`config.mk`:
```
export PLATFORM = sky130hd
export DESIGN_NAME = card_contact_sequencer
export DESIGN_NICKNAME = d
export VERILOG_FILES = /design/src/rtl/ccs_pkg.sv /design/src/rtl/card_contact_sequencer.sv /design/src/rtl/card_seq.sv /design/src/rtl/step_timebase.sv
export SDC_FILE = /design/constraint.sdc
export NUM_CORES = 1
export LEC_CHECK = 0
export BUFFER_PORTS_ARGS = -buffer_cell sky130_fd_sc_hd__buf_2
export CAP_MARGIN = 10
export CELL_PAD_IN_SITES_DETAIL_PLACEMENT = 1
export CELL_PAD_IN_SITES_GLOBAL_PLACEMENT = 2
export CORE_MARGIN = 2
export CORE_UTILIZATION = 40
export CTS_BUF_LIST = sky130_fd_sc_hd__clkbuf_4
export DETAILED_ROUTE_END_ITERATION = 10
export PLACE_DENSITY_LB_ADDON = 0.1
export SYNTH_ARGS = -nofsm -noshare
export SYNTH_HDL_FRONTEND = slang
export SYNTH_SLANG_ARGS = --single-unit
export TNS_END_PERCENT = 30
```
`constraint.sdc`:
```
create_clock -name clk -period 2.85 [get_ports clk]
set_input_delay 0.1425 -clock clk [delete_from_list [all_inputs] [get_ports clk]]
set_output_delay 0.1425 -clock clk [all_outputs]
set_load 0.1 [all_outputs]
```
`src/rtl/ccs_pkg.sv`:
```
// Shared constants and types for the card contact sequencer
package ccs_pkg;

  // ----------------------------------------------------------------------
  // Timing
  // ----------------------------------------------------------------------
  localparam int CLK_PERIOD_NS = 10;        // System clock, 100 MHz
  localparam int FINT_PERIOD_NS = 400;      // Internal oscillator, 2.5 MHz
  localparam int T_NS = 25000;              // Step interval T, 25 us
  localparam int SUBS_PER_T = 64;           // T is oscillator divided by 64
  // One sub-step (T/64) in system clocks, rounded down
  localparam int SUB_TICK_CYC = FINT_PERIOD_NS / CLK_PERIOD_NS;
  localparam int SUB_CNT_W = 6;
  localparam logic [SUB_CNT_W-1:0] SUB_TICK_LAST = SUB_CNT_W'(SUB_TICK_CYC - 1);

  // Step offsets counted in T/64 units from the request
  localparam int STEP_W = 9;
  localparam logic [STEP_W-1:0] OFS_CONV = STEP_W'(1);
  localparam logic [STEP_W-1:0] OFS_VCC = STEP_W'(1 + 3 * SUBS_PER_T / 2);
  localparam logic [STEP_W-1:0] OFS_IO = STEP_W'(1 + 7 * SUBS_PER_T / 2);
  localparam logic [STEP_W-1:0] OFS_CLK = STEP_W'(1 + 4 * SUBS_PER_T);
  localparam logic [STEP_W-1:0] OFS_RST_LOW = STEP_W'(1);
  localparam logic [STEP_W-1:0] OFS_CLK_STOP = STEP_W'(1 + SUBS_PER_T / 2);
  localparam logic [STEP_W-1:0] OFS_IO_LOW = STEP_W'(1 + SUBS_PER_T);
  localparam logic [STEP_W-1:0] OFS_VCC_OFF = STEP_W'(1 + 3 * SUBS_PER_T / 2);
  localparam logic [STEP_W-1:0] OFS_GROUND = STEP_W'(1 + 7 * SUBS_PER_T / 2);
  localparam logic [STEP_W-1:0] STEP_ONE = STEP_W'(1);

  // Answer-to-reset window in card clock cycles
  localparam int ATR_W = 16;
  localparam logic [ATR_W-1:0] ATR_LAST = ATR_W'(41950 - 1);
  localparam logic [ATR_W-1:0] ATR_ONE = ATR_W'(1);

  // ----------------------------------------------------------------------
  // Register map
  // ----------------------------------------------------------------------
  localparam int NUM_CARDS = 2;
  localparam int ADDR_W = 2;
  localparam int DATA_W = 8;
  localparam int ADDR_CARD_BIT = 0;         // Selects card 0 or 1
  localparam int ADDR_STAT_BIT = 1;         // 0 control, 1 status
  localparam logic [DATA_W-1:0] CTRL_RESET = 8'h00;
  localparam logic [DATA_W-1:0] DATA_ZERO = 8'h00;
  localparam int CTRL_RUN_BIT = 0;
  localparam int CTRL_3V_BIT = 2;
  localparam int CTRL_IOEN_BIT = 7;
  localparam int STAT_PRES_BIT = 0;
  localparam int STAT_PRESL_BIT = 1;
  localparam int STAT_IO_BIT = 2;
  localparam int STAT_SUPL_BIT = 3;
  localparam int STAT_PROTECTION_FAULT_FLAG_BIT = 4;
  localparam int STAT_MUTE_BIT = 5;
  localparam int STAT_ACTIVE_BIT = 7;

  // Sequencer states
  typedef enum logic [1:0] {
    SEQ_OFF = 2'b00,
    SEQ_ACT = 2'b01,
    SEQ_ON = 2'b10,
    SEQ_DEACT = 2'b11
  } seq_state_e;

endpackage : ccs_pkg

```
`src/rtl/card_contact_sequencer.sv`:
```
// Dual card contact sequencer: registers, faults, reset timing, contacts
//
// Decided for this implementation: the placing of the registers and the strobed register port.
`timescale 1ns/10ps
`default_nettype none
module card_contact_sequencer
  import ccs_pkg::*;
(
  input wire logic clk,                                  // System clock 100 MHz
  input wire logic rst_b,                                // Async reset, active low
  input wire logic [ccs_pkg::ADDR_W-1:0] reg_addr,      // Register address
  input wire logic [ccs_pkg::DATA_W-1:0] reg_wdata,     // Write data
  input wire logic reg_wr,                               // Write strobe
  input wire logic reg_rd,                               // Read strobe
  output logic [ccs_pkg::DATA_W-1:0] reg_rdata,         // Read data, next cycle
  input wire logic supply_ok,                            // Supervisor: supply good
  input wire logic overheat,                             // Thermal alarm
  input wire logic [ccs_pkg::NUM_CARDS-1:0] card_present,     // Card detect
  input wire logic [ccs_pkg::NUM_CARDS-1:0] vcc_overcurrent,  // Supply limit hit
  input wire logic [ccs_pkg::NUM_CARDS-1:0] rst_overcurrent,  // Reset limit hit
  input wire logic [ccs_pkg::NUM_CARDS-1:0] card_clock_source, // Card clock in
  input wire logic [ccs_pkg::NUM_CARDS-1:0] card_io_in,       // Card I/O level
  output logic [ccs_pkg::NUM_CARDS-1:0] card_io_out,          // Card I/O drive
  output logic [ccs_pkg::NUM_CARDS-1:0] card_io_oe,           // Card I/O enable
  input wire logic [ccs_pkg::NUM_CARDS-1:0] host_data_in,     // Host data level
  output logic [ccs_pkg::NUM_CARDS-1:0] host_data_out,        // Host data drive
  output logic [ccs_pkg::NUM_CARDS-1:0] host_data_oe,         // Host data enable
  output logic [ccs_pkg::NUM_CARDS-1:0] card_clk,             // Clock to card
  output logic [ccs_pkg::NUM_CARDS-1:0] card_rst,             // Reset to card
  output logic [ccs_pkg::NUM_CARDS-1:0] vcc_ramp_en,          // Supply ramp up
  output logic [ccs_pkg::NUM_CARDS-1:0] vcc_sel_3v,           // 3 V when high
  output logic [ccs_pkg::NUM_CARDS-1:0] io_pullup_en,         // I/O pull-up on
  output logic [ccs_pkg::NUM_CARDS-1:0] card_ground_en,       // Contacts to ground
  output logic converter_run,                            // Supply converter on
  output logic irq_b                                     // Interrupt, active low
);

  // ----------------------------------------------------------------------
  // State
  // ----------------------------------------------------------------------
  typedef struct packed {
    logic [NUM_CARDS-1:0][DATA_W-1:0] ctrl;
    logic [NUM_CARDS-1:0] presl;
    logic [NUM_CARDS-1:0] protection_fault_flag;
    logic [NUM_CARDS-1:0] mute;
    logic supl;
    logic [NUM_CARDS-1:0] pres_q;
    logic [NUM_CARDS-1:0] src_q;
    logic [NUM_CARDS-1:0][ATR_W-1:0] atr_cnt;
    logic [NUM_CARDS-1:0] answered;
    logic [NUM_CARDS-1:0] rst_high;
    logic [NUM_CARDS-1:0] clk_out;
    logic [NUM_CARDS-1:0] rst_out;
    logic [NUM_CARDS-1:0] io_oe;
    logic [NUM_CARDS-1:0] host_oe;
    logic conv;
    logic irq;
    logic [DATA_W-1:0] rdata;
  } top_s;

  top_s r_reg;
  top_s r_next;

  logic sub_tick;
  logic [NUM_CARDS-1:0] seq_conv;
  logic [NUM_CARDS-1:0] seq_vcc;
  logic [NUM_CARDS-1:0] seq_pull;
  logic [NUM_CARDS-1:0] seq_clk;
  logic [NUM_CARDS-1:0] seq_rst;
  logic [NUM_CARDS-1:0] seq_gnd;
  logic [NUM_CARDS-1:0] seq_active;
  logic [NUM_CARDS-1:0] run_bits;

  // Status byte layout, shared by both cards
  function automatic logic [DATA_W-1:0] status_byte(input logic pres, input logic presl,
                                                   input logic io, input logic supl,
                                                   input logic protection_fault_flag, input logic mute,
                                                   input logic act);
    logic [DATA_W-1:0] b;
    b = DATA_ZERO;
    b[STAT_PRES_BIT] = pres;
    b[STAT_PRESL_BIT] = presl;
    b[STAT_IO_BIT] = io;
    b[STAT_SUPL_BIT] = supl;
    b[STAT_PROTECTION_FAULT_FLAG_BIT] = protection_fault_flag;
    b[STAT_MUTE_BIT] = mute;
    b[STAT_ACTIVE_BIT] = act;
    return b;
  endfunction : status_byte

  // ----------------------------------------------------------------------
  // Time base and per-card sequencers
  // ----------------------------------------------------------------------
  // One shared T/64 divider keeps both cards on the same step grid
  step_timebase u_timebase (
    .clk(clk),
    .rst_b(rst_b),
    .sub_tick(sub_tick)
  );

  // Independent sequencer per card
  for (genvar g = 0; g < NUM_CARDS; g++) begin : g_card
    assign run_bits[g] = r_reg.ctrl[g][CTRL_RUN_BIT];
    card_seq u_seq (
      .clk(clk),
      .rst_b(rst_b),
      .sub_tick(sub_tick),
      .run(run_bits[g]),
      .conv_req(seq_conv[g]),
      .vcc_on(seq_vcc[g]),
      .pull_on(seq_pull[g]),
      .clk_on(seq_clk[g]),
      .rst_on(seq_rst[g]),
      .grounded(seq_gnd[g]),
      .active(seq_active[g])
    );
  end

  // ----------------------------------------------------------------------
  // Next-state logic
  // ----------------------------------------------------------------------
  always_comb begin
    logic card;
    logic allowed;
    logic session;
    logic rst_low;
    logic card_fault;
    logic edge_seen;
    r_next = r_reg;
    card = reg_addr[ADDR_CARD_BIT];
    allowed = 1'b0;
    session = 1'b0;
    rst_low = 1'b0;
    card_fault = 1'b0;
    edge_seen = 1'b0;
    r_next.rdata = DATA_ZERO;
    r_next.src_q = card_clock_source;
    r_next.pres_q = card_present;

    // Control write; a start is refused unless the card may be powered
    if (reg_wr && !reg_addr[ADDR_STAT_BIT]) begin
      allowed = card_present[card] && supply_ok && !overheat && !r_reg.protection_fault_flag[card];
      r_next.ctrl[card] = reg_wdata;
      if (reg_wdata[CTRL_RUN_BIT] && !r_reg.ctrl[card][CTRL_RUN_BIT] && !allowed) begin
        r_next.ctrl[card][CTRL_RUN_BIT] = 1'b0;
      end
    end

    // Reads; a status read clears that card's sticky flags
    if (reg_rd) begin
      if (reg_addr[ADDR_STAT_BIT]) begin
        r_next.rdata = status_byte(card_present[card], r_reg.presl[card], card_io_in[card],
                                   r_reg.supl, r_reg.protection_fault_flag[card], r_reg.mute[card],
                                   seq_active[card]);
        r_next.presl[card] = 1'b0;
        r_next.protection_fault_flag[card] = 1'b0;
        r_next.mute[card] = 1'b0;
        r_next.supl = 1'b0;
      end else begin
        r_next.rdata = r_reg.ctrl[card];
      end
    end

    // Supervisor fault; set after the read so a new event wins
    if (!supply_ok) begin
      r_next.supl = 1'b1;
    end

    for (int i = 0; i < NUM_CARDS; i++) begin
      session = r_reg.ctrl[i][CTRL_RUN_BIT] || seq_active[i];
      rst_low = seq_rst[i] && !r_reg.rst_out[i];

      // Presence change is flagged whether or not a session runs
      if (card_present[i] != r_reg.pres_q[i]) begin
        r_next.presl[i] = 1'b1;
      end

      // Overloads and heat during a session latch the protection flag
      if (session && ((rst_overcurrent[i] && rst_low) || vcc_overcurrent[i] || overheat)) begin
        r_next.protection_fault_flag[i] = 1'b1;
      end

      // Emergency: clearing the run bit makes the sequencer tear down
      card_fault = vcc_overcurrent[i] || (rst_overcurrent[i] && rst_low)
                   || (r_reg.pres_q[i] && !card_present[i] && session);
      if (card_fault || overheat || !supply_ok) begin
        r_next.ctrl[i][CTRL_RUN_BIT] = 1'b0;
      end

      // Answer-to-reset timing, counted on card clock rising edges
      edge_seen = card_clock_source[i] && !r_reg.src_q[i];
      if (!seq_clk[i]) begin
        r_next.atr_cnt[i] = '0;
        r_next.answered[i] = 1'b0;
        r_next.rst_high[i] = 1'b0;
      end else if (!r_reg.answered[i]) begin
        if (seq_pull[i] && !card_io_in[i]) begin
          r_next.answered[i] = 1'b1;           // Start bit seen, count stops
        end else if (edge_seen) begin
          if (r_reg.atr_cnt[i] == ATR_LAST) begin
            r_next.atr_cnt[i] = '0;
            if (!r_reg.rst_high[i]) begin
              r_next.rst_high[i] = 1'b1;
            end else begin
              r_next.mute[i] = 1'b1;
              r_next.answered[i] = 1'b1;
            end
          end else begin
            r_next.atr_cnt[i] = r_reg.atr_cnt[i] + ATR_ONE;
          end
        end
      end

      // Contact drivers; reset falls with the sequencer even if raised
      r_next.clk_out[i] = seq_clk[i] && card_clock_source[i];
      r_next.rst_out[i] = seq_rst[i] && r_next.rst_high[i];
      // I/O pulled low unless released; host path is open-drain both ways
      r_next.io_oe[i] = !seq_pull[i]
                        || (r_reg.ctrl[i][CTRL_IOEN_BIT] && !host_data_in[i]);
      r_next.host_oe[i] = seq_pull[i] && r_reg.ctrl[i][CTRL_IOEN_BIT] && !card_io_in[i];
    end

    // Converter runs while either card needs it
    r_next.conv = |seq_conv;
    r_next.irq = (|r_next.presl) || (|r_next.protection_fault_flag) || (|r_next.mute) || !supply_ok;
  end

  // ----------------------------------------------------------------------
  // State register
  // ----------------------------------------------------------------------
  // Supervisor flag starts set, as after a power-on
  always_ff @(posedge clk or negedge rst_b) begin
    if (!rst_b) begin
      r_reg <= '0;
      r_reg.ctrl <= {NUM_CARDS{CTRL_RESET}};
      r_reg.supl <= 1'b1;
      r_reg.io_oe <= '1;
      r_reg.irq <= 1'b1;
    end else begin
      r_reg <= r_next;
    end
  end

  // ----------------------------------------------------------------------
  // Outputs
  // ----------------------------------------------------------------------
  // Only ever drive low: pull-ups provide the high level
  assign card_io_out = '0;
  assign host_data_out = '0;
  assign card_io_oe = r_reg.io_oe;
  assign host_data_oe = r_reg.host_oe;
  assign card_clk = r_reg.clk_out;
  assign card_rst = r_reg.rst_out;
  assign vcc_ramp_en = seq_vcc;
  assign io_pullup_en = seq_pull;
  assign card_ground_en = seq_gnd;
  assign converter_run = r_reg.conv;
  assign irq_b = !r_reg.irq;
  assign reg_rdata = r_reg.rdata;
  for (genvar v = 0; v < NUM_CARDS; v++) begin : g_sel
    assign vcc_sel_3v[v] = r_reg.ctrl[v][CTRL_3V_BIT];
  end

endmodule : card_contact_sequencer
`default_nettype wire

```
`src/rtl/card_seq.sv`:
```
// Activation and deactivation step sequencer for one card
`timescale 1ns/10ps
`default_nettype none
module card_seq
  import ccs_pkg::*;
(
  input wire logic clk,       // System clock
  input wire logic rst_b,     // Async reset, active low
  input wire logic sub_tick,  // T/64 pulse
  input wire logic run,       // Session run bit
  output logic conv_req,      // Converter run request
  output logic vcc_on,        // Card supply ramp enable
  output logic pull_on,       // I/O pull-up released
  output logic clk_on,        // Card clock enabled
  output logic rst_on,        // Reset output enabled (may go high)
  output logic grounded,      // Contacts low impedance to ground
  output logic active         // Sequencer not idle
);

  typedef struct packed {
    seq_state_e st;
    logic [STEP_W-1:0] cnt;
    logic conv;
    logic vcc;
    logic pull;
    logic clk;
    logic rst;
    logic gnd;
  } seq_s;

  seq_s s_reg;
  seq_s s_next;
  logic [STEP_W-1:0] step;

  // --------------------------------------------------------------------
  // Step engine: outputs switch at fixed offsets from the sequence start
  // --------------------------------------------------------------------
  always_comb begin
    s_next = s_reg;
    step = s_reg.cnt + (sub_tick ? STEP_ONE : '0);
    s_next.cnt = step;
    unique case (s_reg.st)
      SEQ_OFF: begin
        s_next.gnd = 1'b1;
        s_next.cnt = '0;
        if (run) begin
          s_next.st = SEQ_ACT;
        end
      end
      SEQ_ACT: begin
        if (!run) begin
          // Abort mid-activation straight into the teardown
          s_next.st = SEQ_DEACT;
          s_next.cnt = '0;
        end else begin
          if (step >= OFS_CONV) s_next.conv = 1'b1;
          if (step >= OFS_VCC) begin
            s_next.vcc = 1'b1;
            s_next.gnd = 1'b0;
          end
          if (step >= OFS_IO) s_next.pull = 1'b1;
          if (step >= OFS_CLK) begin
            s_next.clk = 1'b1;
            s_next.rst = 1'b1;
            s_next.st = SEQ_ON;
          end
        end
      end
      SEQ_ON: begin
        s_next.cnt = '0;
        if (!run) begin
          s_next.st = SEQ_DEACT;
        end
      end
      SEQ_DEACT: begin
        if (step >= OFS_RST_LOW) s_next.rst = 1'b0;
        if (step >= OFS_CLK_STOP) s_next.clk = 1'b0;
        if (step >= OFS_IO_LOW) s_next.pull = 1'b0;
        if (step >= OFS_VCC_OFF) s_next.vcc = 1'b0;
        if (step >= OFS_GROUND) begin
          s_next.conv = 1'b0;
          s_next.gnd = 1'b1;
          s_next.st = SEQ_OFF;
        end
      end
    endcase
  end

  // State register; contacts grounded out of reset
  always_ff @(posedge clk or negedge rst_b) begin
    if (!rst_b) begin
      s_reg <= '{st: SEQ_OFF, cnt: '0, conv: 1'b0, vcc: 1'b0, pull: 1'b0,
                 clk: 1'b0, rst: 1'b0, gnd: 1'b1};
    end else begin
      s_reg <= s_next;
    end
  end

  assign conv_req = s_reg.conv;
  assign vcc_on = s_reg.vcc;
  assign pull_on = s_reg.pull;
  assign clk_on = s_reg.clk;
  assign rst_on = s_reg.rst;
  assign grounded = s_reg.gnd;
  assign active = (s_reg.st != SEQ_OFF);

endmodule : card_seq
`default_nettype wire

```
`src/rtl/step_timebase.sv`:
```
// Divider giving one pulse per oscillator period (T/64)
`timescale 1ns/10ps
`default_nettype none
module step_timebase
  import ccs_pkg::*;
(
  input wire logic clk,    // System clock
  input wire logic rst_b,  // Async reset, active low
  output logic sub_tick    // One-cycle pulse every T/64
);

  typedef struct packed {
    logic [SUB_CNT_W-1:0] cnt;
    logic tick;
  } tb_state_s;

  tb_state_s tb_reg;
  tb_state_s tb_next;

  // Free-running divider; tick is registered to keep it glitch free
  always_comb begin
    tb_next = tb_reg;
    tb_next.tick = (tb_reg.cnt == SUB_TICK_LAST);
    tb_next.cnt = tb_next.tick ? '0 : tb_reg.cnt + STEP_ONE[SUB_CNT_W-1:0];
  end

  // State register
  always_ff @(posedge clk or negedge rst_b) begin
    if (!rst_b) begin
      tb_reg <= '0;
    end else begin
      tb_reg <= tb_next;
    end
  end

  assign sub_tick = tb_reg.tick;

endmodule : step_timebase
`default_nettype wire
```
### Word level (Yosys, flattened, before mapping)

Cells that the tools add are included.

| word-level totals | value |
|---|---|
| register bits after elaboration | 122 |
| bits in latches | 0 |
| memory bits (writable) | 0 |
| ROM bits | 0 |
| output and inout port bits | 30 |
| logic and storage cells | 329 |
| memories | 0 |

| operators by class | value |
|---|---|
| add/sub/neg operators | 5 |
| $mul | 0 |
| div/mod/pow operators | 0 |
| order comparisons | 14 |
| eq/ne operators | 45 |
| shift operators | 0 |
| mux-type cells | 120 |
| bitwise logic cells | 6 |
| reductions and logical operators | 100 |

Operators by type and width:

| operator | count |
|---|---|
| two-way mux 16 bit | 11 |
| two-way mux 1 bit | 72 |
| AND reduction 4 bit | 14 |
| two-way mux 8 bit | 5 |
| greater-or-equal comparator 9 x 7 -> 1 bit (second input constant) | 4 |
| != test 2 x 1 -> 1 bit (second input constant) | 18 |
| one-hot mux 9 bit (2 select lines) | 2 |
| adder 16 x 1 -> 16 bit (second input constant) | 2 |
| equality test 16 bit (second input constant) | 2 |
| logical AND 1 bit | 31 |
| != test 2 bit (second input constant) | 14 |
| two-way mux 9 bit | 3 |
| two-way mux 2 bit | 12 |
| one-hot mux 5 bit (2 select lines) | 2 |
| zero test 1 bit | 19 |
| adder 9 bit | 2 |
| greater-or-equal comparator 9 x 1 -> 1 bit (second input constant) | 2 |
| greater-or-equal comparator 9 x 6 -> 1 bit (second input constant) | 2 |
| greater-or-equal comparator 9 x 8 -> 1 bit (second input constant) | 2 |
| greater-or-equal comparator 9 bit (second input constant) | 2 |
| two-way mux 6 bit | 3 |
| logical OR 1 bit | 17 |
| bitwise AND 16 bit | 1 |
| bitwise mux 16 bit | 1 |
| other kinds (22) | 47 |

### Logic depth before layout (Yosys ltp)

| logic depth | value |
|---|---|
| depth in word-level cells | 17 |
| depth in mapped cells | 11 |
| gate-level depth less buffers | 9 |

### By module

From an unflattened synthesis, not the netlist that was laid out.

| unflattened totals | value |
|---|---|
| cell total of the unflattened synthesis | 682 |
| area total of the unflattened synthesis | 6964.2 sq um |

Modules (own cells, without submodules):

| module | times used | cells an instance | area each (sq um) | seq. area each (sq um) |
|---|---|---|---|---|
| card_contact_sequencer | 1 | 413 | 4286.6 | 2031.9 |
| card_seq at g_card[0].u_seq | 1 | 131 | 1244.9 | 426.7 |
| card_seq at g_card[1].u_seq | 1 | 116 | 1152.4 | 426.7 |
| step_timebase | 1 | 22 | 280.3 | 175.2 |

### Worst setup path after synthesis

No wires, ideal clock.

| timing path | value |
|---|---|
| path type | register -> register |
| start | register u_timebase.tb_reg (netlist bit u_timebase.sub_tick) |
| end | register g_card[0].u_seq.s_reg[15] in the netlist's numbering |
| data arrival time | 2.383 ns |
| required time | 2.722 ns |
| slack | 0.340 ns |
| cell stages (with the launch flop) | 10 |
| path buffers | 0 |
| cell sequence | dfrtp_1 -> ha_1 -> ha_1 -> and4bb_2 -> o22ai_1 -> a21oi_1 -> o31a_1 -> a221o_1 -> a31oi_2 -> mux2_1 |

| between the ends | value |
|---|---|
| cells in the longest elaborated chain, start to end | 5 |

Ends and longest elaborated chain:

| element | line | RTL |
|---|---|---|
| start: declaration | step_timebase.sv:17 | `tb_state_s tb_reg;` |
| start signal: assignment | step_timebase.sv:32 | `tb_reg <= tb_next;` |
| two-way mux 1 bit * | card_seq.sv:40 | `step = s_reg.cnt + (sub_tick ? STEP_ONE : '0);` |
| adder 9 bit * | card_seq.sv:40 |  |
| greater-or-equal comparator 9 bit or greater-or-equal comparator 9 x 8 -> 1 bit (tied branches) | card_seq.sv:62, card_seq.sv:80 |  |
| != test 3 x 2 -> 1 bit (no line) or != test 2 x 1 -> 1 bit (tied branches) | n/a |  |
| AND reduction 4 bit (no line) * | n/a |  |
| end signal: assignment | card_seq.sv:92 | `s_reg <= '{st: SEQ_OFF, cnt: '0, conv: 1'b0, vcc: 1'b0, pull: 1'b0,` |
| end signal: assignment | card_seq.sv:95 | `s_reg <= s_next;` |
| end: declaration | card_seq.sv:31 | `seq_s s_reg;` |

Mark *: on every way between the ends. The rest lies on a longest branch, timed or not.
A chain may end at the register's enable or synchronous reset.

### Worst setup path after layout

| timing path | value |
|---|---|
| start | register u_timebase.tb_reg (netlist bit u_timebase.sub_tick) |
| end | register g_card[0].u_seq.s_reg[16] in the netlist's numbering |

The elaborated chain is that of the path after synthesis.

==> flow_summary.ini <==
[run_status]
outcome = finished clean

[power]
p_total_uw = 4114
p_leak_uw = 0.003369
power.density_nw_per_um2 = 556.0
peakVddDrop_mv = 0.3679

[sta]
rsz0062_at_grt = no
max_slew_margin_pct = 44.23
drv_slew = 0
timing.hold.ws_ns = 0.08948
worst_slew_pin_slew_ns = 0.8328
period_share_pct = 94.94
timing.fmax_mhz = 369.6
fin_crit_ns = 2.706
finalClockSkew_ns = 0.01250
hold_viol = 0
totalNegativeSetupSlack_ns = 0
setup_viol_count_final = 0

[grt]
antenna_found_initial = 1
grt_pass1_wl_um = 27190
grt_pass1_vias = 5258
gr-usage-all-layers_pct = 19.72
grt_max_degree = 58
grt.overflow.total = 0

[layout]
stdcell_area_um2 = 7398
final_cells = 944
nets = 763
largest_reg_flops = 62
area_growth_pct = 14.11
drive_above_1_share_pct = 18.98
nFillCells = 1846

[drt]
wl_met3_um = 515
wl_um = 16110
drt_iter0_drc = 212
drt-met1-wl_um = 7643
vias = 4965
first_pass_iters = 4
wl_per_cell_um = 17.06
final_antenna_net_count = 0
wl_met2_um = 7760
viasPerCell = 5.260
drcViolationCount = 0
topRoutingLayerUsed = met4

[worst_hold_path]
hp-class = input port to flop
min_from = overheat
min_path_cells = 4
worstHoldEndpoint = r_reg[73]

[synthesis]
syn-cell-area_um2 = 6484
synth_cells = 655
yosysWarnings = 0
yosysSeqAreaShare_pct = 47.20
yosysTopAreaCellShare_pct = 44.77
synth_ff_type = dfrtp_1
avgSynthCellArea_um2 = 9.899
async_reset_ff_share_pct = 100.0
synth_area_leaders = dfrtp_1 45%, nand2_1 4.2%, ha_1 4.1%
yosysTopAreaCell = dfrtp_1
synth_edf_count = 0
yosysMostFrequentCell = dfrtp_1
synth_seq_cells = 122
ys_types = 71
yosys-top-cells-count = 116 x dfrtp_1, 72 x nand2_1, 43 x nor2_1, 43 x o21ai_0, 28 x buf_4

[critical_path]
path_class = flop to flop
end_kind = flop
r2r_slack_ns = 0.14
worstRegToRegCells = 9
crit_fanout = 4
reg2reg_from = u_timebase.sub_tick
start_kind = flop
cp_data_arrival_time_ns = 3.12
r2r_end = g_card[0].u_seq.s_reg[16]
crit_required_ns = 3.26

[clock_network]
cts_root_buffer = clkbuf_4
clk_latency_ns = 0.53
clk_pin_slew_ns = 0.12
cts_buffers = 17
cts_tree = built
clock-sinks = 122
htreeDepth = 4
clockBufferDepth = 2

[placement]
place.gp.congestion = 0.7912
dpl_cell_area_um2 = 6809
port_buffers = 53
post-dp-hpwl_um = 11740
dp_cells = 886

[floorplan]
ios = 58
coreArea_um2 = 15890
chipHeight_um = 131.3
initial_core_util_pct = 40.82
die-width_um = 131.3
die_area_um2 = 17240
rows = 46

[run]
drv_cap = 0
## kinds of logic after synthesis
| family | Yosys count | synth area share, % |
|---|---|---|
| AND/OR/NAND/NOR | 245 | 19.53 |
| multiplexers | 28 | 5.442 |
| buffers and inverters | 73 | 5.963 |
| AO/OA/AOI/OAI | 142 | 14.65 |
| XOR/XNOR | 23 | 3.107 |
| other | 1 | 0.05784 |
| flip-flops | 122 | 47.20 |
| adder cells (fa/ha/maj) | 21 | 4.052 |
## worst max path at each step
stage,endpoint,slack (ns),startpoint,cells after the start
6_report,g_card[0].u_seq.s_reg[16],0.14,u_timebase.sub_tick,9
5_1_grt,g_card[0].u_seq.s_reg[16],0.01,u_timebase.sub_tick,9
4_1_cts,g_card[0].u_seq.s_reg[16],0.02,u_timebase.sub_tick,9
3_5_place_dp,g_card[0].u_seq.s_reg[16],0.07,u_timebase.sub_tick,9
3_3_place_gp,g_card[0].u_seq.s_reg[15],0.21,u_timebase.sub_tick,9
2_1_floorplan,g_card[0].u_seq.s_reg[15],0.34,u_timebase.sub_tick,9
## cell type report
class                      count  area, µm²  area share, %
antenna                        1      2.502        0.03382
multi-input combinational    463       3083          41.67
sequential                   122       3060          41.37
clock inverter                15      181.4          2.452
clock buffer                  17      127.6          1.725
inverter                      24      90.09          1.218
tap                          216      270.3          3.653
timing repair buffer          86      583.1          7.881
## power by group
part | internal, µW | switching, µW | total, µW
Clock | 681 | 668 | 1350
Combinational | 287 | 579 | 866
Sequential | 1820 | 75.6 | 1900
## layer usage
metal / vias to the layer above / track usage [%]
met2: 67 / 32.92
met4: 0 / 4.710
met1: 2475 / 26.05
met3: 16 / 4.630
li1: 2407 / -
met5: - / 0
## critical path: stages (launching register included)
cell and delay (ns):
dfrtp_1 0.43, ha_2 0.21, ha_4 0.28, and4bb_2 0.24
o22ai_2 0.12, a21oi_1 0.12, o31a_1 0.34, a221o_1 0.32
a31oi_2 0.19, mux2_1 0.35
## cell usage in the layout (no fill, tap or decap), types with 7 or more instances in the layout
| master | instances |
|---|---|
| o21ai_1 | 15 |
| nor2_1 | 43 |
| and3_1 | 18 |
| nand3_1 | 27 |
| nand4_1 | 8 |
| dlygate4sd3_1 | 22 |
| buf_2 | 52 |
| nand2_1 | 72 |
| xor2_1 | 10 |
| clkbuf_4 | 17 |
| clkinv_2 | 7 |
| a21boi_0 | 9 |
| xnor2_1 | 12 |
| o21ai_0 | 43 |
| mux2_2 | 14 |
| dfrtp_1 | 116 |
| inv_1 | 22 |
| a21oi_1 | 14 |
| o31ai_1 | 10 |
| nor2b_1 | 14 |
| and2_1 | 16 |
| ha_1 | 19 |
| nand2b_1 | 9 |
| buf_4 | 11 |
## per-stage QoR
step	worst slack, ns	utilization [%]
finish	0.1441	46.57
global route	0.01071	46.57
floorplan	0.3395	-
detailed placement	0.06624	42.86
global placement	0.2089	42.86
CTS	0.01577	46.20
## repair_timing
action,CTS,global route
gates resized for setup,0,5
setup endpoints to repair,0,4
buffers inserted,0,3
hold endpoints to repair,90,0
hold buffers,22,0
Power figures use the tool's default switching activity.
